--- config.mk ---
export PLATFORM = sky130hd
export DESIGN_NAME = wdm_mode_control
export DESIGN_NICKNAME = d
export VERILOG_FILES = /design/src/common/wdm_pkg.sv /design/src/verilog/wdm_prescaler.sv /design/src/verilog/wdm_up_counter.sv /design/src/verilog/wdm_mode_control.sv
export VERILOG_INCLUDE_DIRS = /design/src /design/src/common
export SDC_FILE = /design/constraint.sdc
export NUM_CORES = 1
export LEC_CHECK = 0
export BUFFER_PORTS_ARGS = -buffer_cell sky130_fd_sc_hd__buf_2
export CAP_MARGIN = 20
export CELL_PAD_IN_SITES_DETAIL_PLACEMENT = 0
export CELL_PAD_IN_SITES_GLOBAL_PLACEMENT = 1
export CORE_MARGIN = 4
export CORE_UTILIZATION = 42
export DETAILED_ROUTE_END_ITERATION = 12
export MAX_ROUTING_LAYER = met4
export PLACE_DENSITY_LB_ADDON = 0.1
export REMOVE_ABC_BUFFERS = 1
export SYNTH_ARGS = -nofsm -noshare
export SYNTH_HDL_FRONTEND = slang
export SYNTH_SLANG_ARGS = --single-unit
--- constraint.sdc ---
create_clock -name core_clk -period 1.73 [get_ports core_clk]
set_input_delay 0.519 -clock core_clk [delete_from_list [all_inputs] [get_ports core_clk]]
set_output_delay 0.519 -clock core_clk [all_outputs]
set_load 0.01 [all_outputs]
--- src/common/wdm_regs.svh ---
// register offsets, field positions, reset values and counts for the timer
`ifndef WDM_REGS_SVH
`define WDM_REGS_SVH

// register port widths
`define WDM_ADDR_W 4
`define WDM_DATA_W 8

// register offsets (byte addresses on the register port)
`define WDM_CTRL_OFS 4'h0
`define WDM_CNT_OFS  4'h4
`define WDM_STAT_OFS 4'h8
`define WDM_MASK_OFS 4'hc

// control register field positions
`define WDM_OVF_BIT  7
`define WDM_MODE_BIT 6
`define WDM_EN_BIT   5
`define WDM_SRC_BIT  4
`define WDM_ACT_BIT  3

// interrupt status and mask field positions
`define WDM_ST_IVL_BIT 0
`define WDM_ST_NMI_BIT 1
`define WDM_ST_RST_BIT 2
`define WDM_ST_W       3

// reset values
`define WDM_CTRL_RST 8'h00
`define WDM_MASK_RST 3'h0
`define WDM_CNT_RST  8'h00

// counter terminal value before the wrap
`define WDM_CNT_MAX 8'hff

// prescaler division counts, in core clock cycles per tick
`define WDM_MAIN_DIV 2
`define WDM_SUB_DIV  610

`endif

--- src/common/wdm_pkg.sv ---
// shared types of the watchdog mode control block
package wdm_pkg;
    // one byte of register data
    typedef logic [7:0] wdm_byte_t;
    // timer operating mode
    typedef enum logic {WDM_MODE_INTERVAL, WDM_MODE_WATCHDOG} wdm_mode_e;
    // action taken on a watchdog overflow
    typedef enum logic {WDM_ACT_NMI, WDM_ACT_RESET} wdm_action_e;
endpackage

--- src/verilog/wdm_prescaler.sv ---
// free running divider giving a one-cycle tick enable every DIV cycles
`include "wdm_regs.svh"
module wdm_prescaler #(
    parameter int unsigned DIV = `WDM_MAIN_DIV
) (
    input  wire logic core_clk,
    input  wire logic rst,
    output logic      tick
);
    // width of the divide counter, at least one bit
    localparam int unsigned W = (DIV > 1) ? $clog2(DIV) : 1;
    // terminal value of the divide counter
    localparam logic [W-1:0] LAST = W'(DIV - 1);

    logic [W-1:0] div_reg;   // cycles since the last tick

    // count up and pulse on the terminal value
    always_ff @(posedge core_clk) begin
        if (rst) begin
            div_reg <= '0;
            tick    <= 1'b0;
        end else if (div_reg == LAST) begin
            div_reg <= '0;
            tick    <= 1'b1;
        end else begin
            div_reg <= div_reg + 1'b1;
            tick    <= 1'b0;
        end
    end
endmodule

--- src/verilog/wdm_up_counter.sv ---
// 8-bit up counter, held at zero while disabled, with overflow pulse
`include "wdm_regs.svh"
module wdm_up_counter (
    input  wire logic      core_clk,
    input  wire logic      rst,
    input  wire logic      count_enable,
    input  wire logic      tick,
    output wdm_pkg::wdm_byte_t count,
    output logic           overflow
);
    // counter value, cleared whenever counting is disabled
    always_ff @(posedge core_clk) begin
        if (rst || !count_enable) begin
            count <= `WDM_CNT_RST;
        end else if (tick) begin
            count <= count + 1'b1;
        end
    end

    // one-cycle pulse in the cycle the counter shows zero after the wrap
    always_ff @(posedge core_clk) begin
        if (rst) begin
            overflow <= 1'b0;
        end else begin
            overflow <= count_enable && tick && (count == `WDM_CNT_MAX);
        end
    end
endmodule

--- src/verilog/wdm_mode_control.sv ---
// watchdog and interval timer control: registers, counter, overflow actions
//
// Chosen here: the placing of the registers and the plain strobed port.
`include "wdm_regs.svh"
module wdm_mode_control #(
    parameter int unsigned MAIN_DIV = `WDM_MAIN_DIV,
    parameter int unsigned SUB_DIV  = `WDM_SUB_DIV
) (
    input  wire logic                   core_clk,
    input  wire logic                   rst,
    input  wire logic [`WDM_ADDR_W-1:0] reg_addr,
    input  wire logic [`WDM_DATA_W-1:0] reg_wdata,
    input  wire logic                   reg_wr,
    input  wire logic                   reg_rd,
    output logic      [`WDM_DATA_W-1:0] reg_rdata,
    output logic                        nmi_req,
    output logic                        internal_reset_req,
    output logic                        irq
);

    // true when the address selects the given register
    function automatic logic addr_hit(
        input logic [`WDM_ADDR_W-1:0] addr,
        input logic [`WDM_ADDR_W-1:0] ofs
    );
        addr_hit = (addr == ofs);
    endfunction

    // control register bits
    wdm_pkg::wdm_mode_e   timer_mode_select;       // interval or watchdog
    logic                 count_enable;            // counter runs when set
    logic                 prescaler_source_select; // main or subclock tap
    wdm_pkg::wdm_action_e overflow_action_select;  // nmi or reset
    logic                 overflow_flag;           // counter wrapped
    logic                 ovf_armed_reg;           // flag seen by a read

    // interrupt status and mask
    logic [`WDM_ST_W-1:0] irq_stat_reg;  // sticky event bits
    logic [`WDM_ST_W-1:0] irq_mask_reg;  // enables per event
    logic [`WDM_ST_W-1:0] irq_set;       // events this cycle

    // prescaler taps and counter
    logic                 main_tick;     // main-clock prescaler tick
    logic                 sub_tick;      // subclock prescaler tick
    logic                 cnt_tick;      // selected tick
    wdm_pkg::wdm_byte_t   up_counter;    // counter value
    logic                 cnt_ovf;       // wrap pulse

    // decoded bus accesses
    logic                 ctrl_wr;       // write to control
    logic                 ctrl_rd;       // read of control
    logic                 stat_wr;       // write to status
    logic                 mask_wr;       // write to mask

    // overflow events split by mode and action
    logic                 wd_ovf;        // overflow in watchdog mode
    logic                 nmi_evt;       // watchdog overflow, nmi
    logic                 rst_evt;       // watchdog overflow, reset
    logic                 ivl_evt;       // overflow in interval mode
    logic                 flag_clr;      // software or reset clears flag

    // read data mux output
    logic [`WDM_DATA_W-1:0] rd_mux;

    // main-clock prescaler
    wdm_prescaler #(
        .DIV (MAIN_DIV)
    ) u_main_pre (
        .core_clk (core_clk),
        .rst      (rst),
        .tick     (main_tick)
    );

    // subclock-rate prescaler, derived from the core clock
    wdm_prescaler #(
        .DIV (SUB_DIV)
    ) u_sub_pre (
        .core_clk (core_clk),
        .rst      (rst),
        .tick     (sub_tick)
    );

    // pick the tick that drives the counter
    always_comb begin
        if (prescaler_source_select) begin
            cnt_tick = sub_tick;
        end else begin
            cnt_tick = main_tick;
        end
    end

    // the up counter itself
    wdm_up_counter u_counter (
        .core_clk     (core_clk),
        .rst          (rst),
        .count_enable (count_enable),
        .tick         (cnt_tick),
        .count        (up_counter),
        .overflow     (cnt_ovf)
    );

    // bus access decode
    always_comb begin
        ctrl_wr = reg_wr && addr_hit(reg_addr, `WDM_CTRL_OFS);
        ctrl_rd = reg_rd && addr_hit(reg_addr, `WDM_CTRL_OFS);
        stat_wr = reg_wr && addr_hit(reg_addr, `WDM_STAT_OFS);
        mask_wr = reg_wr && addr_hit(reg_addr, `WDM_MASK_OFS);
    end

    // overflow events by mode and action
    always_comb begin
        // watchdog only when the mode bit is one
        wd_ovf  = cnt_ovf &&
                  (timer_mode_select == wdm_pkg::WDM_MODE_WATCHDOG);
        // action select routes the watchdog overflow
        nmi_evt = wd_ovf &&
                  (overflow_action_select == wdm_pkg::WDM_ACT_NMI);
        rst_evt = wd_ovf &&
                  (overflow_action_select == wdm_pkg::WDM_ACT_RESET);
        // interval mode overflow only raises the interval event
        ivl_evt = cnt_ovf &&
                  (timer_mode_select == wdm_pkg::WDM_MODE_INTERVAL);
    end

    // control bits written by software
    always_ff @(posedge core_clk) begin
        if (rst) begin
            timer_mode_select       <= wdm_pkg::WDM_MODE_INTERVAL;
            count_enable            <= 1'b0;
            prescaler_source_select <= 1'b0;
            overflow_action_select  <= wdm_pkg::WDM_ACT_NMI;
        end else if (ctrl_wr) begin
            // mode bit
            if (reg_wdata[`WDM_MODE_BIT]) begin
                timer_mode_select <= wdm_pkg::WDM_MODE_WATCHDOG;
            end else begin
                timer_mode_select <= wdm_pkg::WDM_MODE_INTERVAL;
            end
            // enable bit; clearing it zeroes the counter
            count_enable            <= reg_wdata[`WDM_EN_BIT];
            // tick source bit
            prescaler_source_select <= reg_wdata[`WDM_SRC_BIT];
            // overflow action bit
            if (reg_wdata[`WDM_ACT_BIT]) begin
                overflow_action_select <= wdm_pkg::WDM_ACT_RESET;
            end else begin
                overflow_action_select <= wdm_pkg::WDM_ACT_NMI;
            end
        end
    end

    // flag clear: write of 0 after an arming read, or the reset action
    always_comb begin
        flag_clr = (ctrl_wr && !reg_wdata[`WDM_OVF_BIT] && ovf_armed_reg)
                   || rst_evt;
    end

    // overflow flag; a wrap that is not a reset action wins over a software clear
    always_ff @(posedge core_clk) begin
        if (rst) begin
            overflow_flag <= 1'b0;
        end else if (cnt_ovf && !rst_evt) begin
            overflow_flag <= 1'b1;
        end else if (flag_clr) begin
            overflow_flag <= 1'b0;
        end
    end

    // remembers that software read the flag while it was one
    always_ff @(posedge core_clk) begin
        if (rst) begin
            ovf_armed_reg <= 1'b0;
        end else if (ctrl_rd && overflow_flag) begin
            ovf_armed_reg <= 1'b1;
        end else if (ctrl_wr || rst_evt) begin
            // any control write uses up the arming read, unless a read of the set flag in the same cycle arms it
            ovf_armed_reg <= 1'b0;
        end
    end

    // one-cycle request pulses to the interrupt and reset controllers
    always_ff @(posedge core_clk) begin
        if (rst) begin
            nmi_req            <= 1'b0;
            internal_reset_req <= 1'b0;
        end else begin
            nmi_req            <= nmi_evt;
            internal_reset_req <= rst_evt;
        end
    end

    // events feeding the sticky status bits
    always_comb begin
        irq_set                  = '0;
        irq_set[`WDM_ST_IVL_BIT] = ivl_evt;
        irq_set[`WDM_ST_NMI_BIT] = nmi_evt;
        irq_set[`WDM_ST_RST_BIT] = rst_evt;
    end

    // sticky status; write one clears, a new event wins
    always_ff @(posedge core_clk) begin
        if (rst) begin
            irq_stat_reg <= '0;
        end else if (stat_wr) begin
            irq_stat_reg <= (irq_stat_reg &
                             ~reg_wdata[`WDM_ST_W-1:0]) | irq_set;
        end else begin
            irq_stat_reg <= irq_stat_reg | irq_set;
        end
    end

    // interrupt mask register
    always_ff @(posedge core_clk) begin
        if (rst) begin
            irq_mask_reg <= `WDM_MASK_RST;
        end else if (mask_wr) begin
            irq_mask_reg <= reg_wdata[`WDM_ST_W-1:0];
        end
    end

    // level interrupt while any unmasked status bit is set
    always_comb begin
        irq = |(irq_stat_reg & irq_mask_reg);
    end

    // read data selection by address
    always_comb begin
        rd_mux = '0;
        case (reg_addr)
            `WDM_CTRL_OFS: begin
                // control register view
                rd_mux[`WDM_OVF_BIT]  = overflow_flag;
                rd_mux[`WDM_MODE_BIT] =
                    (timer_mode_select == wdm_pkg::WDM_MODE_WATCHDOG);
                rd_mux[`WDM_EN_BIT]   = count_enable;
                rd_mux[`WDM_SRC_BIT]  = prescaler_source_select;
                rd_mux[`WDM_ACT_BIT]  =
                    (overflow_action_select == wdm_pkg::WDM_ACT_RESET);
            end
            `WDM_CNT_OFS: begin
                // live counter value
                rd_mux = up_counter;
            end
            `WDM_STAT_OFS: begin
                // sticky event bits
                rd_mux[`WDM_ST_W-1:0] = irq_stat_reg;
            end
            `WDM_MASK_OFS: begin
                // event enables
                rd_mux[`WDM_ST_W-1:0] = irq_mask_reg;
            end
            default: begin
                // unmapped addresses read zero
                rd_mux = '0;
            end
        endcase
    end

    // read data stands only in the cycle after the read strobe
    always_ff @(posedge core_clk) begin
        if (rst) begin
            reg_rdata <= '0;
        end else if (reg_rd) begin
            reg_rdata <= rd_mux;
        end else begin
            reg_rdata <= '0;
        end
    end

endmodule

==> run_results.csv <==
group,metric,value,unit
hold_path,hp-class,"reg -> reg",
clocking,numClockSinks,44,
floorplanning,die_area,5480,sq um
synthesis,ys_ff_latch,44,
synthesis,yosysUniqueCellTypes,38,
routing,avgViaCountPerCell,5.53,
final_layout,fin_nets,249,
clocking,clk_path_buf_depth,2,
synthesis,synth_adder_area_share,2.05,%
setup_path,rrSetupSlack,0.20,ns
setup_path,crit_chain,"a222oi_1 -> inv_1 -> buf_2",
clocking,tritoncts,"built",
clocking,cts_htree_levels,2,
synthesis,syn_inst,198,
timing,setup_ws,0.0193,ns
hold_path,hold_path_depth,1,
final_layout,drive_gt1_share,21.3,%
timing,slew_headroom,75.4,%
routing,routedWlPerCell,14.4,microns
floorplanning,start_util,44.5,%
grt,grt_pass1_vias,1497,
grt,antenna_found_initial,0,
timing,rsz0062_at_grt,"true",
power,peakVddDrop,514,uV
synthesis,yosysWarnings,0,
synthesis,synth.area.mux_share,7.39,%
synthesis,synth_top_area_share,48.2,%
placement,dp_hpwl,3000,microns
power,leakage,0.776,nW
routing,met1_length,1860,microns
setup_path,reg2reg_to,"u_sub_pre.div_reg[2]$_SDFF_PP0_",
setup_path,cp_max_fo,3,
setup_path,worstPathRequired,1.21,ns
run_status,status,"completed",
clocking,ctsRootBufferMaster,"clkbuf_8",
synthesis,synth_edf_count,0,
clocking,insertion_delay,0.29,ns
synthesis,synth_flop_cell,"dfxtp_1",
setup_path,criticalPathCategory,"reg -> out",
routing,drt_iter0_drc,92,
routing,met2_length,1950,microns
placement,gp_congestion,0.762,
grt,grt_pass1_wl,6790,microns
clocking,cts_hold_buffers,0,
timing,setup-violations-final,0,
synthesis,syn_avg_cell_area,9.24,sq um
timing,finalHoldViolations,0,
power,finalPower,1.72,mW
synthesis,synth-simple-area-share,22.8,%
timing,slew_violations,0,
placement,portBuffers,26,
routing,maxUsedRoutingLayer,"met4",
synthesis,yosys-top-cells-area,"dfxtp_1 (48%), mux2i_1 (4.9%), a21oi_1 (4.7%)",
grt,grt_overflow,0,
hold_path,min_to,"u_main_pre.div_reg$_SDFF_PP0_",
routing,wl_met3,189,microns
setup_path,timing.rr.start,"u_sub_pre.div_reg[0]$_SDFF_PP0_",
floorplanning,die_h,74.0,microns
synthesis,ys_seq_area_share,48.2,%
setup_path,reg2reg_depth,4,
floorplanning,core_area,4120,sq um
routing,drc_errors,0,
routing,first_pass_iters,4,
setup_path,critPathArrivalTime,1.19,ns
clocking,cts.clk_slew.worst_paths,0.08,ns
synthesis,synth_compound_area_share,14.6,%
final_layout,synthToLayoutAreaGrowth,15.8,%
clocking,numCtsBuffers,5,
hold_path,hp-start,"u_main_pre.div_reg$_SDFF_PP0_",
final_layout,largest_register_ffs,10,
floorplanning,pin_count,27,
routing,vias,1547,
synthesis,synth_top_area_cell,"dfxtp_1",
timing,tightestPinTransition,0.369,ns
final_layout,insertedDiodeCount,0,
routing,ant_nets,0,
timing,fin_crit,1.71,ns
synthesis,async_reset_ff_share,0,%
setup_path,startpoint_type,"flip-flop",
setup_path,slowest_stage,"a222oi_1",
floorplanning,fp-row-count,23,
routing,wirelength,4040,microns
final_layout,final_common_cell,"dfxtp_1",
synthesis,syn_area,1830,sq um
placement,dp_slack,-0.0391,ns
power,power_density,811,nW/um^2
grt,grt.total_usage,16.6,%
grt,grt_max_degree,15,
timing,fin_crit_sh,98.9,%
floorplanning,die_w,74.0,microns
timing,max_freq,585,MHz
run,cap_violations,0,
final_layout,fill_cells,392,
synthesis,synth_xor_area_share,1.92,%
setup_path,critPathCaptureType,"output pin",
setup_path,cpPeakStageDelay,0.36,ns
synthesis,synth_top_family_by_area,"simple AND/OR/NAND/NOR gates",
timing,finalClockSkew,0.00634,ns
final_layout,layout_common_cells,"dfxtp_1 (43), buf_2 (26), nand2_1 (18), a21oi_1 (17), nor2_1 (14)",
==> kinds of logic (layout without fill, tap and decap cells) <==
group | after synthesis | in the layout
mux | 13 | 13
flops | 44 | 44
simple gates | 76 | 76
xor+xnor | 4 | 4
fa+ha+maj | 3 | 3
buf+inv | 15 | 47
compound gates | 43 | 43
==> how the worst max path moves through the flow <==
stage                                             from                         end  slack [ns]  depth (start not counted)
final                       irq_stat_reg[0]$_SDFF_PP0_                         irq        0.02                          3
after global routing        irq_stat_reg[0]$_SDFF_PP0_                         irq       -0.06                          3
after CTS                 irq_mask_reg[0]$_SDFFE_PP0P_                         irq       0.002                          3
after detailed placement                           rst  ovf_armed_reg$_SDFFE_PP0P_       -0.04                          4
after global placement                             rst  ovf_armed_reg$_SDFFE_PP0P_       -0.01                          4
after floorplan                                    rst  ovf_armed_reg$_SDFFE_PP0P_        0.13                          3
==> area by class of cell <==
type                       instances  area, sq um  area share, %
inverter                           8         30.0           1.42
clock inverter                     1         5.00          0.236
clock buffer                       6         72.6           3.43
tap                               50         62.6           2.95
sequential                        44          882           41.6
multi-input combinational        139          891           42.1
timing repair buffer              32          175           8.27
==> synthesized netlist by cell type, drive strengths merged (5+ instances only) <==
| library cell | number |
|---|---|
| a21oi | 17 |
| clkbuf | 6 |
| dfxtp | 44 |
| inv | 8 |
| mux2i | 9 |
| nand2 | 18 |
| nand3 | 11 |
| nor2 | 15 |
| o21ai | 10 |
| o31ai | 5 |
| or3 | 5 |
| or4 | 5 |
==> worst max-delay path, delay by kind of cell, from the launching register on <==
kind | cells | cell delay [ns]
AOI/OAI and AO/OA | 1 | 0.36
DFF | 1 | 0.33
buffers and inverters | 2 | 0.21
==> per-layer routing <==
metal,up-vias,track usage [%]
met5,-,-
met4,0,6.84
met3,5,3.78
met2,36,26.8
met1,720,20.1
li1,786,-
==> power by group <==
part / total (mW) / internal [mW] / switching (mW)
Combinational: 0.0970 / 0.0426 / 0.0544
Clock: 0.586 / 0.274 / 0.312
Sequential: 1.03 / 1.02 / 0.0110
Total: 1.72 / 1.34 / 0.377
==> repair_timing <==
action                                 in CTS  in global routing
setup buffers                               0                  0
endpoints found under the hold margin       0                  0
gates resized for setup                     0                  1
setup endpoints to repair                   1                  1
pin swaps                                   1                  1
==> through the flow <==
step	setup TNS [ns]	util [%]	area, sq um	instances	hold slack (ns)
after global placement	-0.0127	49.6	2040	273	0.392
after detailed placement	-0.0391	49.6	2040	273	0.394
after floorplan	0	-	1800	191	0.381
after CTS	0	51.4	2120	280	0.405
final	0	51.5	2120	280	0.407
after global routing	-0.0632	51.5	2120	280	0.463
(Power assumes the default switching activity.)
